--- src/fifo_status_consts.svh ---
// fixed numbers of the read port and status flag logic
// assumes inclusion by bare name from package and design files
`ifndef FIFO_STATUS_CONSTS_SVH
`define FIFO_STATUS_CONSTS_SVH
`define FIFO_DATA_W 9
`define FIFO_DEPTH 64
`define FIFO_AE_DEFAULT 7
`define FIFO_AF_DEFAULT 7
`define FIFO_BUF_ENTRIES 2
`endif

--- src/fifo_status_pkg.sv ---
// types shared by the read port and status flag logic
// assumes fifo_status_consts.svh on the include path
`include "fifo_status_consts.svh"
package fifo_status_pkg;
  // all four flags are active low, as on the pins
  typedef struct packed {
    logic full_n;
    logic almost_full_n;
    logic empty_n;
    logic almost_empty_n;
  } flags_s;
endpackage

--- src/fifo_read_port_and_status_flags.sv ---
// single-clock 9-bit fifo: storage, read port, three-state control, status flags
// assumes read and write sides share clk_sys and that DEPTH is a power of two
// What this block does
// read one word when both read enables low
// ignore read while empty flag is low
// drive output bus while output enable low
// release output bus while output enable high
// empty flag low when nothing stored, blocks reads
// empty flag high with data, clocked
// almost-empty low at or below its offset
// almost-empty offset seven after reset
// almost-empty flag updated on the clock
// almost-full low when free space at offset
// almost-full offset seven after reset
// almost-full flag updated on the clock
// full flag low when full, blocks writes
// full flag high with space, clocked
// reset clears pointers and sets flags
// outside party resets before first write
// store one word per enabled write edge
// cross pointers through synchronisers when clocks differ; not built here, clk_sys clocks both sides
`timescale 1ns/1ns
`default_nettype none
`include "fifo_status_consts.svh"
module fifo_read_port_and_status_flags
  import fifo_status_pkg::*;
#(
  parameter int DW = `FIFO_DATA_W,
  parameter int DEPTH = `FIFO_DEPTH
) (
  input wire logic clk_sys,
  input wire logic rst_n,
  input wire logic clk_en,
  input wire logic [DW-1:0] write_data_in,
  input wire logic write_enable_a_n,
  input wire logic write_enable_b_or_offset_load,
  input wire logic offset_load,
  input wire logic [$clog2(DEPTH):0] ae_offset_in,
  input wire logic [$clog2(DEPTH):0] af_offset_in,
  input wire logic read_enable_a_n,
  input wire logic read_enable_b_n,
  input wire logic output_enable_n,
  output logic [DW-1:0] read_data_out,
  output logic read_data_oe,
  output logic full_indicator_n,
  output logic almost_full_indicator_n,
  output logic empty_indicator_n,
  output logic almost_empty_indicator_n
);
  localparam int PW = $clog2(DEPTH);

  typedef struct packed {
    logic [PW-1:0] wr_ptr;
    logic [PW-1:0] rd_ptr;
    logic [PW:0] mem_cnt;
    logic [1:0] buf_cnt;
    logic [DW-1:0] buf0;
    logic [DW-1:0] buf1;
    logic [DW-1:0] q;
    logic [PW:0] ae_off;
    logic [PW:0] af_off;
    flags_s flags;
  } state_s;

  localparam state_s RESET_STATE = '{
    wr_ptr: '0, rd_ptr: '0, mem_cnt: '0, buf_cnt: 2'h0, buf0: '0, buf1: '0, q: '0,
    ae_off: (PW+1)'(`FIFO_AE_DEFAULT), af_off: (PW+1)'(`FIFO_AF_DEFAULT),
    flags: '{full_n: 1'b1, almost_full_n: 1'b1, empty_n: 1'b0, almost_empty_n: 1'b0}
  };

  function automatic logic at_or_below(input logic [PW:0] value, input logic [PW:0] limit);
    at_or_below = (value <= limit);
  endfunction

  logic [DW-1:0] mem [DEPTH];
  state_s s;
  state_s next_s;
  logic rd_req;
  logic rd_go;
  logic wr_go;
  logic fill_valid;
  logic fill_ready;
  logic fill_go;
  logic [1:0] cnt_after_pop;
  logic [PW:0] next_level;

  always_comb begin
    next_s = s;
    rd_req = !read_enable_a_n && !read_enable_b_n;
    // empty_n high implies the output buffer holds a word
    rd_go = rd_req && s.flags.empty_n;
    wr_go = !write_enable_a_n && write_enable_b_or_offset_load && s.flags.full_n;
    cnt_after_pop = s.buf_cnt - {1'b0, rd_go};
    // two-entry buffer: drained by reads, filled from storage when room remains
    fill_valid = (s.mem_cnt != '0);
    fill_ready = (cnt_after_pop < 2'h2);
    fill_go = fill_valid && fill_ready;
    if (rd_go) begin
      next_s.q = s.buf0;
      next_s.buf0 = s.buf1;
    end
    next_s.buf_cnt = cnt_after_pop;
    if (fill_go) begin
      if (cnt_after_pop == 2'h0) begin
        next_s.buf0 = mem[s.rd_ptr];
      end else begin
        next_s.buf1 = mem[s.rd_ptr];
      end
      next_s.buf_cnt = cnt_after_pop + 2'h1;
      next_s.rd_ptr = s.rd_ptr + 1'b1;
    end
    if (wr_go) begin
      next_s.wr_ptr = s.wr_ptr + 1'b1;
    end
    next_s.mem_cnt = s.mem_cnt + (PW+1)'(wr_go) - (PW+1)'(fill_go);
    if (offset_load) begin
      next_s.ae_off = ae_offset_in;
      next_s.af_off = af_offset_in;
    end
    // full and both almost flags come from the next fill level so they change with the edge that causes them; empty comes from the next buffer count
    next_level = next_s.mem_cnt + (PW+1)'(next_s.buf_cnt);
    next_s.flags.empty_n = (next_s.buf_cnt != 2'h0);
    next_s.flags.almost_empty_n = !at_or_below(next_level, next_s.ae_off);
    next_s.flags.full_n = (next_level != (PW+1)'(DEPTH));
    next_s.flags.almost_full_n =
      !at_or_below((PW+1)'(DEPTH) - next_level, next_s.af_off);
  end

  // one clock for both sides, so no pointer ever crosses a domain
  always_ff @(posedge clk_sys or negedge rst_n) begin
    if (!rst_n) begin
      s <= RESET_STATE;
    end else if (clk_en) begin
      s <= next_s;
    end
  end

  // storage holds no reset; words are only readable once counted
  always_ff @(posedge clk_sys) begin
    if (clk_en && wr_go) begin
      mem[s.wr_ptr] <= write_data_in;
    end
  end

  assign read_data_out = s.q;
  assign read_data_oe = !output_enable_n;
  assign full_indicator_n = s.flags.full_n;
  assign almost_full_indicator_n = s.flags.almost_full_n;
  assign empty_indicator_n = s.flags.empty_n;
  assign almost_empty_indicator_n = s.flags.almost_empty_n;

  logic [PW:0] level;
  assign level = s.mem_cnt + (PW+1)'(s.buf_cnt);
endmodule // fifo_read_port_and_status_flags
`default_nettype wire

--- config.mk ---
export PLATFORM = sky130hd
export DESIGN_NAME = fifo_read_port_and_status_flags
export DESIGN_NICKNAME = d
export VERILOG_FILES = /design/src/fifo_status_pkg.sv /design/src/fifo_read_port_and_status_flags.sv
export VERILOG_INCLUDE_DIRS = /design/src
export SDC_FILE = /design/constraint.sdc
export NUM_CORES = 1
export LEC_CHECK = 0
export BUFFER_PORTS_ARGS = -buffer_cell sky130_fd_sc_hd__clkbuf_2
export CAP_MARGIN = 30
export CORE_ASPECT_RATIO = 0.9
export CORE_MARGIN = 2
export CORE_UTILIZATION = 45
export CTS_CLUSTER_DIAMETER = 40
export CTS_CLUSTER_SIZE = 24
export DETAILED_ROUTE_END_ITERATION = 8
export SLEW_MARGIN = 30
export SYNTH_ARGS = -nofsm -noshare
export SYNTH_HDL_FRONTEND = slang
export SYNTH_SLANG_ARGS = --single-unit
--- constraint.sdc ---
create_clock -name clk_sys -period 8.29 [get_ports clk_sys]
set_input_delay 1.658 -clock clk_sys [delete_from_list [all_inputs] [get_ports clk_sys]]
set_output_delay 1.658 -clock clk_sys [all_outputs]
set_load 0.01 [all_outputs]
After elaboration in Yosys (flattened, before gate mapping)
Memory sizes are Yosys's and may differ from the RTL's.
Index checks and enable logic that the tools add are counted.
{"block": "classes", "addsub": 8, "reduce_logical": 19, "n_eq_ne": 1, "n_bitwise": 1, "magnitude_cmp": 3, "muxes": 7}
{"cell": "9-bit two-way mux", "n": 3}
{"cell": "20-bit two-way mux", "n": 1}
{"cell": "7-bit less-or-equal comparator", "n": 2}
{"cell": "14-bit two-way mux", "n": 1}
{"cell": "6-bit by 1-bit adder with 6-bit output, second input constant", "n": 2}
{"cell": "7-bit by 1-bit adder with 7-bit output", "n": 1}
{"cell": "7-bit by 2-bit adder with 7-bit output", "n": 1}
{"cell": "7-bit inequality test, second input constant", "n": 1}
{"cell": "7-bit nonzero test", "n": 1}
{"cell": "7-bit by 1-bit subtractor with 7-bit output", "n": 1}
{"cell": "7-bit subtractor, first input constant", "n": 1}
{"cell": "1-bit logical AND", "n": 6}
{"cell": "1-bit logical NOT", "n": 6}
{"cell": "2-bit AND reduction", "n": 3}
{"cell": "3-bit AND reduction", "n": 1}
{"cell": "2-bit by 1-bit adder with 2-bit output, second input constant", "n": 1}
{"cell": "2-bit logical NOT", "n": 1}
{"cell": "2-bit less-than comparator, second input constant", "n": 1}
{"cell": "1-bit two-way mux", "n": 2}
{"cell": "2-bit nonzero test", "n": 1}
{"cell": "2-bit by 1-bit subtractor with 2-bit output", "n": 1}
{"cell": "1-bit inverter", "n": 1}
{"block": "word_totals", "mem_count": 1, "ff_bits": 66, "ram_bits": 576, "inputBits": 32, "word_cells": 53}
{"name": "mem", "words": 64, "width": 9, "read_ports": 1, "rd_ports_with_merged_regs": 0, "write_ports": 1, "line": "fifo_read_port_and_status_flags.sv:75", "source": "logic [DW-1:0] mem [DEPTH];"}

Depth between registers and ports, before layout
{"block": "depth", "ltp_word": 11, "ltp_mapped": 23}

Worst setup path before layout
No wires, ideal clock.
{"block": "synth_timing", "kind": "input to register", "startpoint": "input port read_enable_a_n", "endpoint": "register s, in the netlist almost_full_indicator_n", "setup_ps": 93, "stages": 20, "t_required_ps": 8197, "path_buffers": 0, "setup_slack_ps": 2724, "arrival_ps": 5473, "path_cell_list": "nor3b_1 -> ha_1 -> xnor2_1 -> and2b_1 -> xor2_1 -> ha_1 -> inv_1 -> fa_1 -> inv_1 -> fa_1 -> xor2_1 -> nor3_1 -> nand3b_1 -> xor2_1 -> ha_1 -> a21o_1 -> a21oi_1 -> o21ai_0 -> o211ai_1 -> o21ai_0"}
{"item": "start: declaration", "line": "fifo_read_port_and_status_flags.sv:40", "source": "input wire logic read_enable_a_n,"}
{"item": "end signal: assignment", "line": "fifo_read_port_and_status_flags.sv:134", "source": "s <= next_s;"}
{"item": "end: declaration", "line": "fifo_read_port_and_status_flags.sv:76", "source": "state_s s;"}

==> metrics.md <==
| Metric | Value |
|---|---|
| Status | `complete, no violations` |
| Core area | `58100 sq um` |
| Rows | `84` |
| I/O Buffers | `45` |
| R2R Path End | `almost_full_indicator_n` |
| Tot Pwr | `10.6 mW` |
| Nets | `1551` |
| Max VDD drop | `352 uV` |
| Setup tns final | `0 ns` |
| FF-to-FF setup slack | `3.42 ns` |
| Final Hold Slack | `0.493 ns` |
| Leading area contributor after synthesis | `edfxtp_1` |
| DR top layer | `met4` |
| DRC viols | `0` |
| Post-CTS setup buffers | `0` |
| CP max FO | `6` |
| Largest net degree at the start of global routing | `100` |
| Clk root buf | `clkbuf_16` |
| Syn_area_per_cell | `18.3 sq um` |
| DRT iter0 DRCs | `1190` |
| Drt total wl | `57200 um` |
| Critical Path Sink | `almost_full_indicator_n` |
| Fmax | `178 MHz` |
| Reg area | `19000 sq um` |
| CTS tree | `yes` |
| Origin of the critical flop-to-flop path | `empty_indicator_n` |
| Top FF cell, synth | `edfxtp_1` |
| Post-synthesis cell area | `26300 sq um` |
| CTS resizes | `0` |
| Post-placement cell count | `2188` |
| Hold buffers post-CTS | `0` |
| Net count after synthesis | `1496` |
| RePlAce Congestion | `0.802` |
| Distinct cells, synth | `60` |
| Fraction of registers with async set/reset | `0.103` |
| TritonCTS Buffers | `72` |
| Area Growth Syn to Fin | `12.9%` |
| Crit end category | `flop` |
| Clock period minus worst slack | `5.62 ns` |
| Fin. Hold Viols | `0` |
| Ports | `46` |
| Chip width | `259 um` |
| Commonest cells post-synth | `edfxtp_1 (576), mux2i_1 (120), mux4_2 (110)` |
| Diodes inserted | `0` |
| Overall routing resource usage | `0.194` |
| Die footprint | `60400 sq um` |
| DP Worst Slack | `2.05 ns` |
| Max cap viols | `0` |
| Final WS setup | `2.67 ns` |
| WL per Instance | `24.7 um` |
| Number of global-route vias before repair | `13000` |
| YS warnings | `0` |
| Final ANT Viol Nets | `0` |
| Slew headroom | `0.308` |
| Worst skew pair latency | `0.62 ns` |
| HP Start | `almost_full_indicator_n` |
| Die Span Y | `233 um` |
| Routed met3 length | `3780 um` |
| Met2 WL post-DR | `26400 um` |
| Share of the synthesized area in the top cell type | `0.658` |
| Power per standard cell area | `357 nW/um^2` |
| Kind of launch point of the worst setup path | `input port` |
| Final setup violating endpoints | `0` |
| Fill cell count | `4639` |
| WS Path Type | `in2reg` |
| First-pass GRT wire length | `85600 um` |
| Post-synth EDFFs | `576` |
| Worst setup path startpoint | `read_enable_a_n` |
| Via Count | `13100` |
| DR vias/cell | `5.65` |
| Clock net sink count | `642` |
| Cell count after synthesis | `1434` |
| Leakage | `9.87 nW` |
| R2r worst-path depth | `20` |
| RSZ-0062 raised after global routing | `no` |
| Slew @ Worst Pin | `1.03 ns` |
| Fraction of layout cells with a size suffix above 1 | `0.244` |
| Synth top area cells | `edfxtp_1 (66%), mux4_2 (9.4%), dfrtp_1 (5.5%)` |
| Met1 WL | `25900 um` |
| H-tree depth | `3` |
| Most numerous cell in the Yosys netlist | `edfxtp_1` |
| Final period util | `0.678` |
| Initial antenna violation count | `0` |
| First drt pass iteration count | `6` |
| Critical Path RT | `8.79 ns` |
| HP Class | `reg2reg` |
| Area of the multi-input gates | `6740 sq um` |
| Initial Util | `0.452` |
| Clk pin slew, worst setup/hold paths | `0.05 ns` |
| Max Root-Sink Buffers | `3` |
| Max-slew violations | `0` |
| Worst Skew | `0.0274 ns` |
| Grt ovf | `0` |
| Hpwl dp | `33100 um` |
| Data arrival, critical path | `6.12 ns` |
| Yosys reg bits | `642` |
| Final Non-Filler Cells | `2319` |
| Seq/Total Area, Yosys | `0.721` |
==> cells in the final DEF, fill, tap and decap left out, drive strengths merged, types with 8 or more instances in the layout <==
cell / n
nor2: 100
o221ai: 25
nand3: 9
o21ai: 49
nor2b: 9
a21oi: 47
inv: 33
mux2: 25
nand2: 42
edfxtp: 576
a211oi: 17
clkinvlp: 10
clkinv: 13
xnor2: 20
o22ai: 17
mux4: 110
dfrtp: 58
mux2i: 120
clkbuf: 128
dfstp: 8
buf: 24
a22oi: 9
ha: 28
==> per-layer routing <==
metal  GRT usage  vias to the layer above
met3      0.0411                       83
met4      0.0573                        0
met1       0.284                     6756
li1            -                     5840
met2       0.292                      421
met5           0                        -
==> cell type report <==
| type | instances | area share |
|---|---|---|
| well taps | 774 | 0.0326 |
| clock buffers | 84 | 0.0662 |
| repair buffers | 68 | 0.0145 |
| multi-input cells | 688 | 0.227 |
| clock inverters | 46 | 0.0180 |
| inverters | 17 | 0.00215 |
| flip-flops and latches | 642 | 0.639 |
==> power breakdown <==
part           switching [mW]  total, mW  internal [mW]
Combinational            1.89       3.38           1.49
Clock                    1.34       3.30           1.96
Sequential              0.226       3.91           3.68
==> cell families (layout without fill, tap and decap cells) <==
| group | after synthesis | after routing | synth area share |
|---|---|---|---|
| xor gates and xnor gates | 27 | 27 | 0.0101 |
| AOI/OAI and AO/OA | 179 | 179 | 0.0440 |
| and+or+nand+nor | 197 | 197 | 0.0344 |
| DFF | 642 | 642 | 0.721 |
| buffers and inverters | 104 | 215 | 0.0249 |
| muxes | 255 | 255 | 0.151 |
| adders and majority gates | 30 | 30 | 0.0148 |
==> flip-flops by register name, indices dropped and copies added, names as in the netlist <==
register                  cells
almost_full_indicator_n       1
s                            53
read_data_out                 9
almost_empty_indicator_n      1
mem                         576
full_indicator_n              1
empty_indicator_n             1
==> worst max-delay path: stages <==
cell	delay [ns]
clkbuf_2	0.08
nor3b_1	0.50
ha_1	0.27
xnor2_1	0.16
and2b_1	0.29
xor2_1	0.17
ha_1	0.18
inv_1	0.06
fa_1	0.52
inv_1	0.07
fa_1	0.42
xor2_1	0.25
nor3_1	0.29
nand3b_1	0.14
xor2_1	0.16
ha_1	0.30
a21o_1	0.19
a21oi_1	0.13
o21ai_0	0.09
o211ai_1	0.09
o21ai_0	0.10
==> per-stage QoR <==
stage               cell area [sq um]   util
CTS                             29600  0.509
global route                    29700  0.510
floorplan                       26300      -
detailed placement              27100  0.466
global placement                27100  0.466
finish                          29700  0.510
==> worst min path at each step <==
stage                                   end  slack [ns]  cells after the start
finish              almost_full_indicator_n        0.49                      2
global route                           s[5]        0.51                      2
CTS                 almost_full_indicator_n        0.50                      2
detailed placement                    s[12]        0.49                      2
global placement    almost_full_indicator_n        0.49                      2
floorplan           almost_full_indicator_n        0.47                      2
Power figures use the tool's default switching activity.
